===== config.mk =====
export PLATFORM = sky130hd
export DESIGN_NAME = bfp_top
export DESIGN_NICKNAME = d
export VERILOG_FILES = /design/src/rtl/bfp_top.v
export VERILOG_INCLUDE_DIRS = /design/src /design/src/include
export SDC_FILE = /design/constraint.sdc
export NUM_CORES = 1
export LEC_CHECK = 0
export BUFFER_PORTS_ARGS = -buffer_cell sky130_fd_sc_hd__buf_2
export CORE_ASPECT_RATIO = 0.75
export CORE_MARGIN = 10
export CORE_UTILIZATION = 39
export DETAILED_ROUTE_END_ITERATION = 8
export GPL_TIMING_DRIVEN = 0
export PLACE_DENSITY_LB_ADDON = 0.2
export SLEW_MARGIN = 20
export SYNTH_ARGS = -nofsm -noshare
export SYNTH_HDL_FRONTEND = slang
export SYNTH_SLANG_ARGS = --single-unit
export TNS_END_PERCENT = 100

===== constraint.sdc =====
create_clock -name clk -period 2.85 [get_ports clk]
set_input_delay 0.57 -clock clk [delete_from_list [all_inputs] [get_ports clk]]
set_output_delay 0.57 -clock clk [all_outputs]
set_load 0.01 [all_outputs]

===== src/include/bfp_defines.vh =====
`ifndef BFP_DEFINES_VH
`define BFP_DEFINES_VH

// Clock and programming time
`define BFP_CLK_MHZ         25
`define BFP_PROG_TIME_US    4500
`define BFP_PROG_CYCLES     (`BFP_PROG_TIME_US * `BFP_CLK_MHZ)

// Flash geometry, word addresses
`define BFP_BOOT_START      16'hF000
`define BFP_STALL_START     16'hF000
`define BFP_APP_RESET       16'h0000
`define BFP_WORD_BITS       7

// Self-programming operation codes
`define BFP_OP_ERASE        2'h0
`define BFP_OP_WRITE        2'h1
`define BFP_OP_LOCKSET      2'h2

// Lock field positions
`define BFP_LK_GEN_LO       0
`define BFP_LK_GEN_HI       1
`define BFP_LK_APP_LO       2
`define BFP_LK_APP_HI       3
`define BFP_LK_BOOT_LO      4
`define BFP_LK_BOOT_HI      5
`define BFP_LOCK_RESET      6'h3F

// Register offsets
`define BFP_REG_CTRL        2'h0
`define BFP_REG_LOCK        2'h1
`define BFP_REG_VECTOR      2'h2
`define BFP_REG_PAGE        2'h3

// Control register bits
`define BFP_CTRL_BUSY       0
`define BFP_CTRL_RUN        1
`define BFP_CTRL_HALT       2
`define BFP_CTRL_REJECT     3

`endif


===== src/rtl/bfp_top.v =====
// Behaviour
// - Concurrent-region program: stalling region stays readable, concurrent region not.
// - Stalling-region program halts the processor until the operation ends.
// - Busy bit stays one while concurrent region blocked; software clears it.
// - Two independent two-bit lock fields for application and boot sections.
// - Lock bits only get programmed; only chip erase or reset returns them to one.
// - General lock levels never restrict store or load instructions.
// - Lock bit one is unprogrammed; both ones leaves a section unrestricted.
// - Application low lock bit programmed rejects writes and erases there.
// - Application high lock bit blocks loads from boot into application.
// - Same codes with vectors in boot mute interrupts while running application.
// - Boot low lock bit programmed rejects writes and erases to boot.
// - Boot high lock bit blocks loads from application into boot.
// - Same codes with vectors in application mute interrupts while running boot.
// - Reset vector is word zero when fuse is one, else boot start.
// - Fuses come only from pins; the processor cannot change them.
// - Address from pointer and extended page; low bits word, high bits page.
// - Target address is latched when an operation starts.
// - Lock setting ignores the pointer and extended page completely.
// - Loads address bytes, pointer bit zero selects the byte.
`timescale 1ns/1ns
`include "bfp_defines.vh"

module bfp_top #(
  parameter integer PROG_CYCLES = `BFP_PROG_CYCLES
) (
  input  wire        clk,
  input  wire        rstn,
  input  wire        boot_reset_fuse,
  input  wire        ivec_in_boot,
  input  wire [15:0] exec_pc,
  input  wire        spm_req,
  input  wire [1:0]  spm_op,
  input  wire [15:0] z_ptr,
  input  wire [7:0]  ext_page_in,
  input  wire [7:0]  spm_data,
  input  wire        ld_req,
  input  wire        chip_erase,
  input  wire        ext_lock_we,
  input  wire [5:0]  ext_lock_data,
  input  wire [1:0]  reg_addr,
  input  wire [15:0] reg_wdata,
  input  wire        reg_wr,
  input  wire        reg_rd,
  output reg  [15:0] reg_rdata,
  output reg         spm_done,
  output reg         spm_reject,
  output reg         flash_erase,
  output reg         flash_write,
  output reg  [8:0]  page_index_field,
  output reg  [6:0]  word_in_page_field,
  output reg         cpu_halt,
  output reg         rww_read_block,
  output reg         irq_block,
  output reg  [15:0] reset_vector,
  output reg         ld_done,
  output reg         ld_deny,
  output reg  [16:0] ld_byte_addr,
  output reg         ld_byte_sel
);

  localparam [1:0]  ST_IDLE = 2'h0;
  localparam [1:0]  ST_RUN  = 2'h1;
  localparam integer PROG_M1   = PROG_CYCLES - 1;
  localparam [19:0]  PROG_LOAD = PROG_M1[19:0];

  function in_boot;
    input [15:0] word_addr;
    begin
      in_boot = (word_addr >= `BFP_BOOT_START);
    end
  endfunction

  function in_stall;
    input [15:0] word_addr;
    begin
      in_stall = (word_addr >= `BFP_STALL_START);
    end
  endfunction

  reg         rst_meta;
  reg         rst_sync;
  reg  [1:0]  state_reg;
  reg  [1:0]  state_next;
  reg  [19:0] cnt_reg;
  reg  [19:0] cnt_next;
  reg  [5:0]  lock_reg;
  wire [5:0]  lock_next;
  reg         busy_reg;
  reg         busy_next;
  reg         halt_next;
  reg         reject_reg;
  reg         reject_next;
  reg         fuse_seen_reg;
  reg         ls_go;
  reg         start_go;
  reg         deny_now;
  reg         ld_deny_now;
  wire [15:0] tgt_word;
  wire [15:0] ld_word;
  wire        exec_boot;
  wire        tgt_boot;
  wire        ld_boot;
  wire        busy_clr;

  // Reset is released through two flops; only rst_sync is used below
  always @(posedge clk or negedge rstn) begin
    if (!rstn) begin
      rst_meta <= 1'b0;
      rst_sync <= 1'b0;
    end else begin
      rst_meta <= 1'b1;
      rst_sync <= rst_meta;
    end
  end

  // Word address: extended page bit on top, pointer bit zero dropped
  assign tgt_word  = {ext_page_in[0], z_ptr[15:1]};
  assign ld_word   = {ext_page_in[0], z_ptr[15:1]};
  assign exec_boot = in_boot(exec_pc);
  assign tgt_boot  = in_boot(tgt_word);
  assign ld_boot   = in_boot(ld_word);
  assign busy_clr  = reg_wr && (reg_addr == `BFP_REG_CTRL) && reg_wdata[`BFP_CTRL_BUSY];

  // Request decode; stores from the application section never start programming.
  // The general lock bits are deliberately absent from every check here.
  always @* begin
    ls_go    = 1'b0;
    start_go = 1'b0;
    deny_now = 1'b0;
    if (spm_req && (state_reg == ST_IDLE) && rst_sync) begin
      if (spm_op == `BFP_OP_LOCKSET) begin
        ls_go = exec_boot;
        deny_now = !exec_boot;
      end else if (!exec_boot) begin
        deny_now = 1'b1;
      end else if (tgt_boot && !lock_reg[`BFP_LK_BOOT_LO]) begin
        deny_now = 1'b1;
      end else if (!tgt_boot && !lock_reg[`BFP_LK_APP_LO]) begin
        deny_now = 1'b1;
      end else begin
        start_go = 1'b1;
      end
    end
  end

  // Lock bits can only go from one to zero; chip erase or reset restores ones
  genvar gi;
  generate
    for (gi = 0; gi < 6; gi = gi + 1) begin : g_lock
      assign lock_next[gi] = chip_erase ? 1'b1 :
        (lock_reg[gi] & ~(ext_lock_we & ~ext_lock_data[gi])
                      & ~(ls_go & ~spm_data[gi]));
    end
  endgenerate

  always @* begin
    state_next  = state_reg;
    cnt_next    = cnt_reg;
    busy_next   = busy_reg;
    halt_next   = cpu_halt;
    reject_next = reject_reg;
    // Clear only acts once the operation is over; a start wins over a clear
    if (busy_clr && (state_reg == ST_IDLE)) begin
      busy_next = 1'b0;
    end
    if (deny_now) begin
      reject_next = 1'b1;
    end else if (start_go || ls_go) begin
      reject_next = 1'b0;
    end
    case (state_reg)
      ST_IDLE: begin
        if (start_go) begin
          state_next = ST_RUN;
          cnt_next   = PROG_LOAD;
          if (in_stall(tgt_word)) begin
            halt_next = 1'b1;
          end else begin
            busy_next = 1'b1;
          end
        end
      end
      ST_RUN: begin
        if (cnt_reg == 20'h0_0000) begin
          state_next = ST_IDLE;
          halt_next  = 1'b0;
        end else begin
          cnt_next = cnt_reg - 20'h0_0001;
        end
      end
      default: begin
        state_next = ST_IDLE;
        halt_next  = 1'b0;
      end
    endcase
  end

  always @(posedge clk or negedge rst_sync) begin
    if (!rst_sync) begin
      state_reg          <= ST_IDLE;
      cnt_reg            <= 20'h0_0000;
      busy_reg           <= 1'b0;
      cpu_halt           <= 1'b0;
      reject_reg         <= 1'b0;
      lock_reg           <= `BFP_LOCK_RESET;
      spm_done           <= 1'b0;
      spm_reject         <= 1'b0;
      flash_erase        <= 1'b0;
      flash_write        <= 1'b0;
      page_index_field   <= 9'h000;
      word_in_page_field <= 7'h00;
      rww_read_block     <= 1'b0;
    end else begin
      state_reg      <= state_next;
      cnt_reg        <= cnt_next;
      busy_reg       <= busy_next;
      cpu_halt       <= halt_next;
      reject_reg     <= reject_next;
      lock_reg       <= lock_next;
      rww_read_block <= busy_next;
      spm_reject     <= deny_now;
      spm_done       <= deny_now || ls_go ||
                        ((state_reg == ST_RUN) && (cnt_reg == 20'h0_0000));
      flash_erase    <= start_go && (spm_op == `BFP_OP_ERASE);
      flash_write    <= start_go && (spm_op == `BFP_OP_WRITE);
      if (start_go) begin
        // Held for the whole operation; later pointer changes do not reach here
        page_index_field   <= tgt_word[15:`BFP_WORD_BITS];
        word_in_page_field <= tgt_word[`BFP_WORD_BITS-1:0];
      end
    end
  end

  // Loads: cross-section reads follow the high lock bits; the concurrent
  // region is unreadable while it is busy
  always @* begin
    ld_deny_now = 1'b0;
    if (exec_boot && !ld_boot && !lock_reg[`BFP_LK_APP_HI]) begin
      ld_deny_now = 1'b1;
    end
    if (!exec_boot && ld_boot && !lock_reg[`BFP_LK_BOOT_HI]) begin
      ld_deny_now = 1'b1;
    end
    if (busy_reg && !in_stall(ld_word)) begin
      ld_deny_now = 1'b1;
    end
  end

  always @(posedge clk or negedge rst_sync) begin
    if (!rst_sync) begin
      ld_done      <= 1'b0;
      ld_deny      <= 1'b0;
      ld_byte_addr <= 17'h0_0000;
      ld_byte_sel  <= 1'b0;
      irq_block    <= 1'b0;
    end else begin
      ld_done <= ld_req && !cpu_halt;
      ld_deny <= ld_req && !cpu_halt && ld_deny_now;
      if (ld_req) begin
        ld_byte_addr <= {ext_page_in[0], z_ptr};
        ld_byte_sel  <= z_ptr[0];
      end
      irq_block <= (!lock_reg[`BFP_LK_APP_HI] && ivec_in_boot && !exec_boot) ||
                   (!lock_reg[`BFP_LK_BOOT_HI] && !ivec_in_boot && exec_boot);
    end
  end

  // The fuse is a pin only; it is sampled once after reset release
  always @(posedge clk or negedge rst_sync) begin
    if (!rst_sync) begin
      fuse_seen_reg <= 1'b0;
      reset_vector  <= `BFP_APP_RESET;
    end else if (!fuse_seen_reg) begin
      fuse_seen_reg <= 1'b1;
      reset_vector  <= boot_reset_fuse ? `BFP_APP_RESET : `BFP_BOOT_START;
    end
  end

  // Register read port: data one cycle after the strobe, zero elsewhere
  always @(posedge clk or negedge rst_sync) begin
    if (!rst_sync) begin
      reg_rdata <= 16'h0000;
    end else if (reg_rd) begin
      case (reg_addr)
        `BFP_REG_CTRL: begin
          reg_rdata <= {12'h000, reject_reg, cpu_halt, (state_reg == ST_RUN), busy_reg};
        end
        `BFP_REG_LOCK: begin
          reg_rdata <= {10'h000, lock_reg};
        end
        `BFP_REG_VECTOR: begin
          reg_rdata <= reset_vector;
        end
        `BFP_REG_PAGE: begin
          reg_rdata <= {page_index_field, word_in_page_field};
        end
        default: begin
          reg_rdata <= 16'h0000;
        end
      endcase
    end else begin
      reg_rdata <= 16'h0000;
    end
  end

endmodule


### Yosys cells after proc, flatten, opt, wreduce, memory -nomap -nowiden

Cells that the tools add are included.

| operators by class | value |
|---|---|
| reduce and logical (&&, ||, !) cells | 42 |
| bitwise gates (word level) | 48 |
| equal/unequal tests | 10 |
| shifts and indexed selects | 0 |
| add/sub/neg operators | 1 |
| multiply operators | 0 |
| multiplexer cells | 40 |
| divide/modulo/power cells | 0 |
| order comparisons | 2 |

Operator list:

| cell | number |
|---|---|
| one-hot mux 16 bit (4 select lines) | 1 |
| two-way mux 20 bit | 2 |
| one-hot mux 20 bit (2 select lines) | 1 |
| >= comparator 16 bit, second input constant | 2 |
| two-way mux 16 bit | 2 |
| two-way mux 1 bit | 30 |
| AND 1 bit | 24 |
| NOT 1 bit | 24 |
| logical AND 1 bit | 21 |
| zero test 20 bit | 1 |
| subtractor 20 x 1 -> 20 bit, second input constant | 1 |
| zero test 1 bit | 8 |
| inequality test 2 bit, second input constant | 4 |
| == test 2 x 1 -> 1 bit, second input constant | 3 |
| == test 2 bit, second input constant | 3 |
| zero test 2 bit | 3 |
| AND reduction 3 bit | 2 |
| logical OR 1 bit | 4 |
| two-way mux 2 bit | 2 |
| one-hot mux 2 bit (2 select lines) | 1 |
| nonzero test 2 bit | 2 |
| one-hot mux 1 bit (2 select lines) | 1 |
| AND reduction 2 bit | 1 |

| word-level totals | value |
|---|---|
| output and inout bits | 75 |
| memories | 0 |
| input port bits | 84 |
| word-level logic and storage cells | 165 |
| flip-flop bits (word level) | 107 |
| latch bits | 0 |
| bits in writable memories | 0 |
| ROM bits | 0 |

### Depth between registers and ports, before layout

| logic depth | value |
|---|---|
| word-level depth | 11 |
| depth in mapped cells | 7 |
| depth with buffers taken out | 6 |

### Least setup slack after synthesis

Ideal clock, no wire load.

| timing | value |
|---|---|
| path type | register to register |
| start point | register rst_sync |
| end point | register page_index_field[0] |
| arrival time | 3.501 ns |
| required time | 2.725 ns |
| buffers on the path | 1 |
| library setup time | 0.125 ns |
| stages on the path, launching flop included | 6 |
| slack | -0.775 ns |
| path through | dfrtp_1 > and3b_1 > nand3_1 > nor2_1 > buf_2 > mux2_2 |

| between the ends | value |
|---|---|
| longest elaborated chain between the ends | 2 |

Ends and longest elaborated chain:

| what | line | source |
|---|---|---|
| start, declared | bfp_top.v:82 | `reg rst_sync;` |
| start signal, assigned | bfp_top.v:113 | `rst_sync <= rst_meta;` |
| logical AND 1 bit | bfp_top.v:131 | `if (spm_req && (state_reg == ST_IDLE) && rst_sync) begin` |
| two-way mux 1 bit | bfp_top.v:131 |  |
| end signal, assigned | bfp_top.v:229 | `` page_index_field <= tgt_word[15:`BFP_WORD_BITS]; `` |
| end, declared | bfp_top.v:50 | `output reg [8:0] page_index_field,` |

Every way passes these cells.
A chain may end at the register's enable or synchronous reset.

### Final worst setup path

| timing | value |
|---|---|
| start point | register rst_sync |
| end point | register page_index_field[5] |

The elaborated chain is that of the path after synthesis.

==> PnR_summary.wiki <==
{| class="wikitable"
! Metric !! Value
|-
| TritonCTS clock tree || done
|-
| Starting Density || 39.6%
|-
| CP Buf/Inv Count || 1
|-
| Power per unit of standard cell area || 539 mW/mm^2
|-
| Sum of internal, switching and leakage power || 2.77 mW
|-
| Die Ht || 108 um
|-
| Relative area change from synthesis to final layout || 27.3%
|-
| Area share of the largest cell type after synthesis || 52.2%
|-
| HPWL after DPL || 8060 um
|-
| Average detailed-routed wire length per instance || 17.2 um
|-
| Post-Synthesis Cells || 339
|-
| Layout Nets || 558
|-
| Post-cts hold buffer count || 1
|-
| Cell taking the most area after synthesis || sky130_fd_sc_hd__dfrtp_1
|-
| Number of post-CTS setup repair buffers || 0
|-
| Number of buffers added by the clock tree synthesis step || 9
|-
| Number of cells upsized or downsized after cts || 0
|-
| Min setup slack post-route || 0.533 ns
|-
| Fin Setup TNS || 0 ns
|-
| Diode insertion count for antenna repair || 0
|-
| # Max-Cap Violations || 0
|-
| Period utilisation layout || 81.3%
|-
| Share of layout cells above drive strength 1 || 41.1%
|-
| Max Slew Vio Count || 0
|-
| Worst-case clock skew || 0.00858 ns
|-
| Core outline area || 0.0102 mm^2
|-
| Achievable frequency || 432 MHz
|-
| Critical Path, Cell by Cell || and3b_1 > nand3_1 > nor2_1 > buf_2 > mux2_2
|-
| Ports placed on the boundary || 159
|-
| Library cells used by synthesis || 47
|-
| Launch point of the critical path || rst_sync
|-
| Number of warnings printed during yosys synthesis || 0
|-
| Worst slack at placement || 0.425 ns
|-
| Clock Latency Late Sink || 0.34 ns
|-
| Average instance area after synthesis || 11.9 um^2
|-
| Final setup violating endpoints || 0
|-
| Vias in the first global route || 3179
|-
| Post-synthesis sequential area ratio || 56.1%
|-
| RSZ-0062 raised after global routing || false
|-
| Share of flip-flops with an asynchronous set or reset || 100%
|-
| Chip width || 137 um
|-
| Number of endpoints with negative hold slack in the final report || 0
|-
| Flops & latches, synth || 90
|-
| Antenna violations before repair || 0
|-
| Type of element launching the critical path || register
|-
| Die outline area || 0.0148 mm^2
|-
| H-tree depth || 3
|-
| Reg-to-reg startpoint || rst_sync
|-
| Most frequently used flop master after synthesis || sky130_fd_sc_hd__dfrtp_1
|-
| Data required time of the worst path || 3.07 ns
|-
| DRT antenna net count || 0
|-
| Actual slew at the worst max-slew pin || 0.689 ns
|-
| Critical path arrival || 2.54 ns
|-
| Crit path time final || 2.32 ns
|-
| Most common library cells after synthesis || sky130_fd_sc_hd__dfrtp_1 (84), sky130_fd_sc_hd__mux2_2 (34), sky130_fd_sc_hd__a21oi_1 (16), sky130_fd_sc_hd__buf_4 (16), sky130_fd_sc_hd__mux2i_1 (15)
|-
| Max reg flops || 20
|-
| Clk root buf || sky130_fd_sc_hd__clkbuf_16
|-
| Largest net degree at the start of global routing || 52
|-
| Critical Path Max Stage Delay || 0.79 ns
|-
| Critical Path End Type || register
|-
| First-pass GRT wire length || 16900 um
|-
| Cell area after synthesis || 0.00403 mm^2
|-
| Max Fanout on Critical Path || 40
|-
| DR vias || 3028
|-
| Standard cell with the maximum stage delay on the critical path || sky130_fd_sc_hd__dfrtp_4
|-
| Count of flip-flops with a built-in enable after synthesis || 0
|-
| Quantity of I/O buffers inserted on ports || 108
|-
| Number of remaining DRC errors || 0
|-
| Static Leak || 2.45 nW
|-
| Last weighted congestion value of the routability-driven placer || 0.786
|-
| Row cnt || 32
|-
| Buffers from clock root to sink, at most || 2
|-
| Non-filler instance count after layout || 613
|-
| Number of violations reported at the end of detailed-routing iteration 0 || 216
|-
| # placed instances || 596
|-
| Kind of path behind the tightest hold check || reg -> async
|-
| Overall routing resource usage || 14.3%
|-
| Global route total overflow || 0
|-
| Total detailed-routing wirelength || 10500 um
|-
| Cell family with the largest share of critical-path delay || flip-flops
|-
| Relative slew slack || 54.1%
|-
| Drt first pass iters || 4
|-
| Clock-pin transition on the worst setup and hold timing paths || 0.07 ns
|-
| Largest vdd supply drop || 293 uV
|-
| Routed via count divided by cell count || 4.94
|-
| Total number of clock tree sinks || 90
|-
| Result of the run || completed
|-
| Most frequently used cell type in the post-synthesis netlist || sky130_fd_sc_hd__dfrtp_1
|-
| Largest cells by area after synthesis || sky130_fd_sc_hd__dfrtp_1 (52%), sky130_fd_sc_hd__mux2_2 (9.5%), sky130_fd_sc_hd__dfstp_2 (3.9%)
|-
| Critical path type || reg -> reg
|}
## power by group
group / switching (mW) / internal (mW) / total, mW
Sequential: 0.0331 / 1.32 / 1.35
Combinational: 0.114 / 0.110 / 0.224
Clock: 0.505 / 0.684 / 1.19
Total: 0.652 / 2.12 / 2.77
## cells in the final DEF, fill, tap and decap left out, types with 2 or more instances in the layout
master / n
sky130_fd_sc_hd__buf_2: 115
sky130_fd_sc_hd__dfrtp_1: 83
sky130_fd_sc_hd__mux2_2: 34
sky130_fd_sc_hd__a21oi_1: 16
sky130_fd_sc_hd__buf_4: 16
sky130_fd_sc_hd__mux2i_1: 15
sky130_fd_sc_hd__conb_1: 14
sky130_fd_sc_hd__o21ai_0: 13
sky130_fd_sc_hd__nand3_1: 12
sky130_fd_sc_hd__nand2_1: 11
sky130_fd_sc_hd__and2_1: 11
sky130_fd_sc_hd__nor2_1: 11
sky130_fd_sc_hd__or3_1: 11
sky130_fd_sc_hd__nand2b_1: 9
sky130_fd_sc_hd__clkbuf_16: 9
sky130_fd_sc_hd__clkbuf_1: 7
sky130_fd_sc_hd__nor3_1: 7
sky130_fd_sc_hd__o31ai_1: 7
sky130_fd_sc_hd__o221ai_1: 6
sky130_fd_sc_hd__dfstp_2: 6
sky130_fd_sc_hd__inv_1: 5
sky130_fd_sc_hd__nand4_1: 5
sky130_fd_sc_hd__or4_1: 5
sky130_fd_sc_hd__o41ai_1: 4
sky130_fd_sc_hd__o21ai_1: 4
sky130_fd_sc_hd__clkinvlp_4: 4
sky130_fd_sc_hd__nand3b_1: 3
sky130_fd_sc_hd__or4b_1: 3
sky130_fd_sc_hd__and3_1: 2
sky130_fd_sc_hd__nor3_2: 2
sky130_fd_sc_hd__nor3b_1: 2
sky130_fd_sc_hd__ha_1: 2
## path summary, 6_finish.rpt
path                       depth (start not counted)  slack [ns]                  end
min in group clk                                   0        0.36             rst_sync
min                                                0        0.32          cnt_reg[10]
max reg2reg                                        5        0.53  page_index_field[5]
min reg2reg                                        0        0.32          cnt_reg[10]
max                                                5        0.53  page_index_field[5]
max in group asynchronous                          1        1.89        reg_rdata[14]
## worst register-to-register path, stage by stage, from the launching register on
cell and delay [ns]:
sky130_fd_sc_hd__dfrtp_4 0.79, sky130_fd_sc_hd__and3b_1 0.26, sky130_fd_sc_hd__nand3_1 0.11, sky130_fd_sc_hd__nor2_1 0.31
sky130_fd_sc_hd__buf_2 0.36, sky130_fd_sc_hd__mux2_2 0.37
## per-stage QoR
stage / hold WS, ns / area, um^2 / utilization [%]
final: 0.323 / 5130 / 50.4
after global routing: 0.370 / 5130 / 50.4
after CTS: 0.350 / 5130 / 50.4
after detailed placement: 0.341 / 4820 / 47.4
after global placement: 0.337 / 4790 / 47.1
after floorplan: 0.274 / 4080 / -
## cell families after synthesis
family	Yosys count	synth area share [%]
compound gates	56	8.82
fa+ha+maj	2	0.621
buf+inv	36	5.06
flops	90	56.1
mux	49	13.2
other cells	2	0.186
simple gates	104	16.0
## final cells by class
type	instances	area, um^2
multi-input combinational	225	1610
clock buffer	9	225
fill	917	5040
sequential	90	2260
inverter	5	18.8
buffer	31	185
clock inverter	7	77.6
tap	136	170
timing repair buffer	110	578
## routing by layer
| metal | share of wire [%] | global-route usage, % | routed length (um) | vias up |
|---|---|---|---|---|
| li1 | - | - | - | 1477 |
| met1 | 47 | 19.4 | 4900 | 1442 |
| met2 | 44 | 21.6 | 4660 | 95 |
| met3 | 8.2 | 4.87 | 858 | 14 |
| met4 | 0.96 | 3.45 | 101 | 0 |
| met5 | 0 | 0 | 0 | - |
Note: power is estimated with default switching activity, not from simulation.
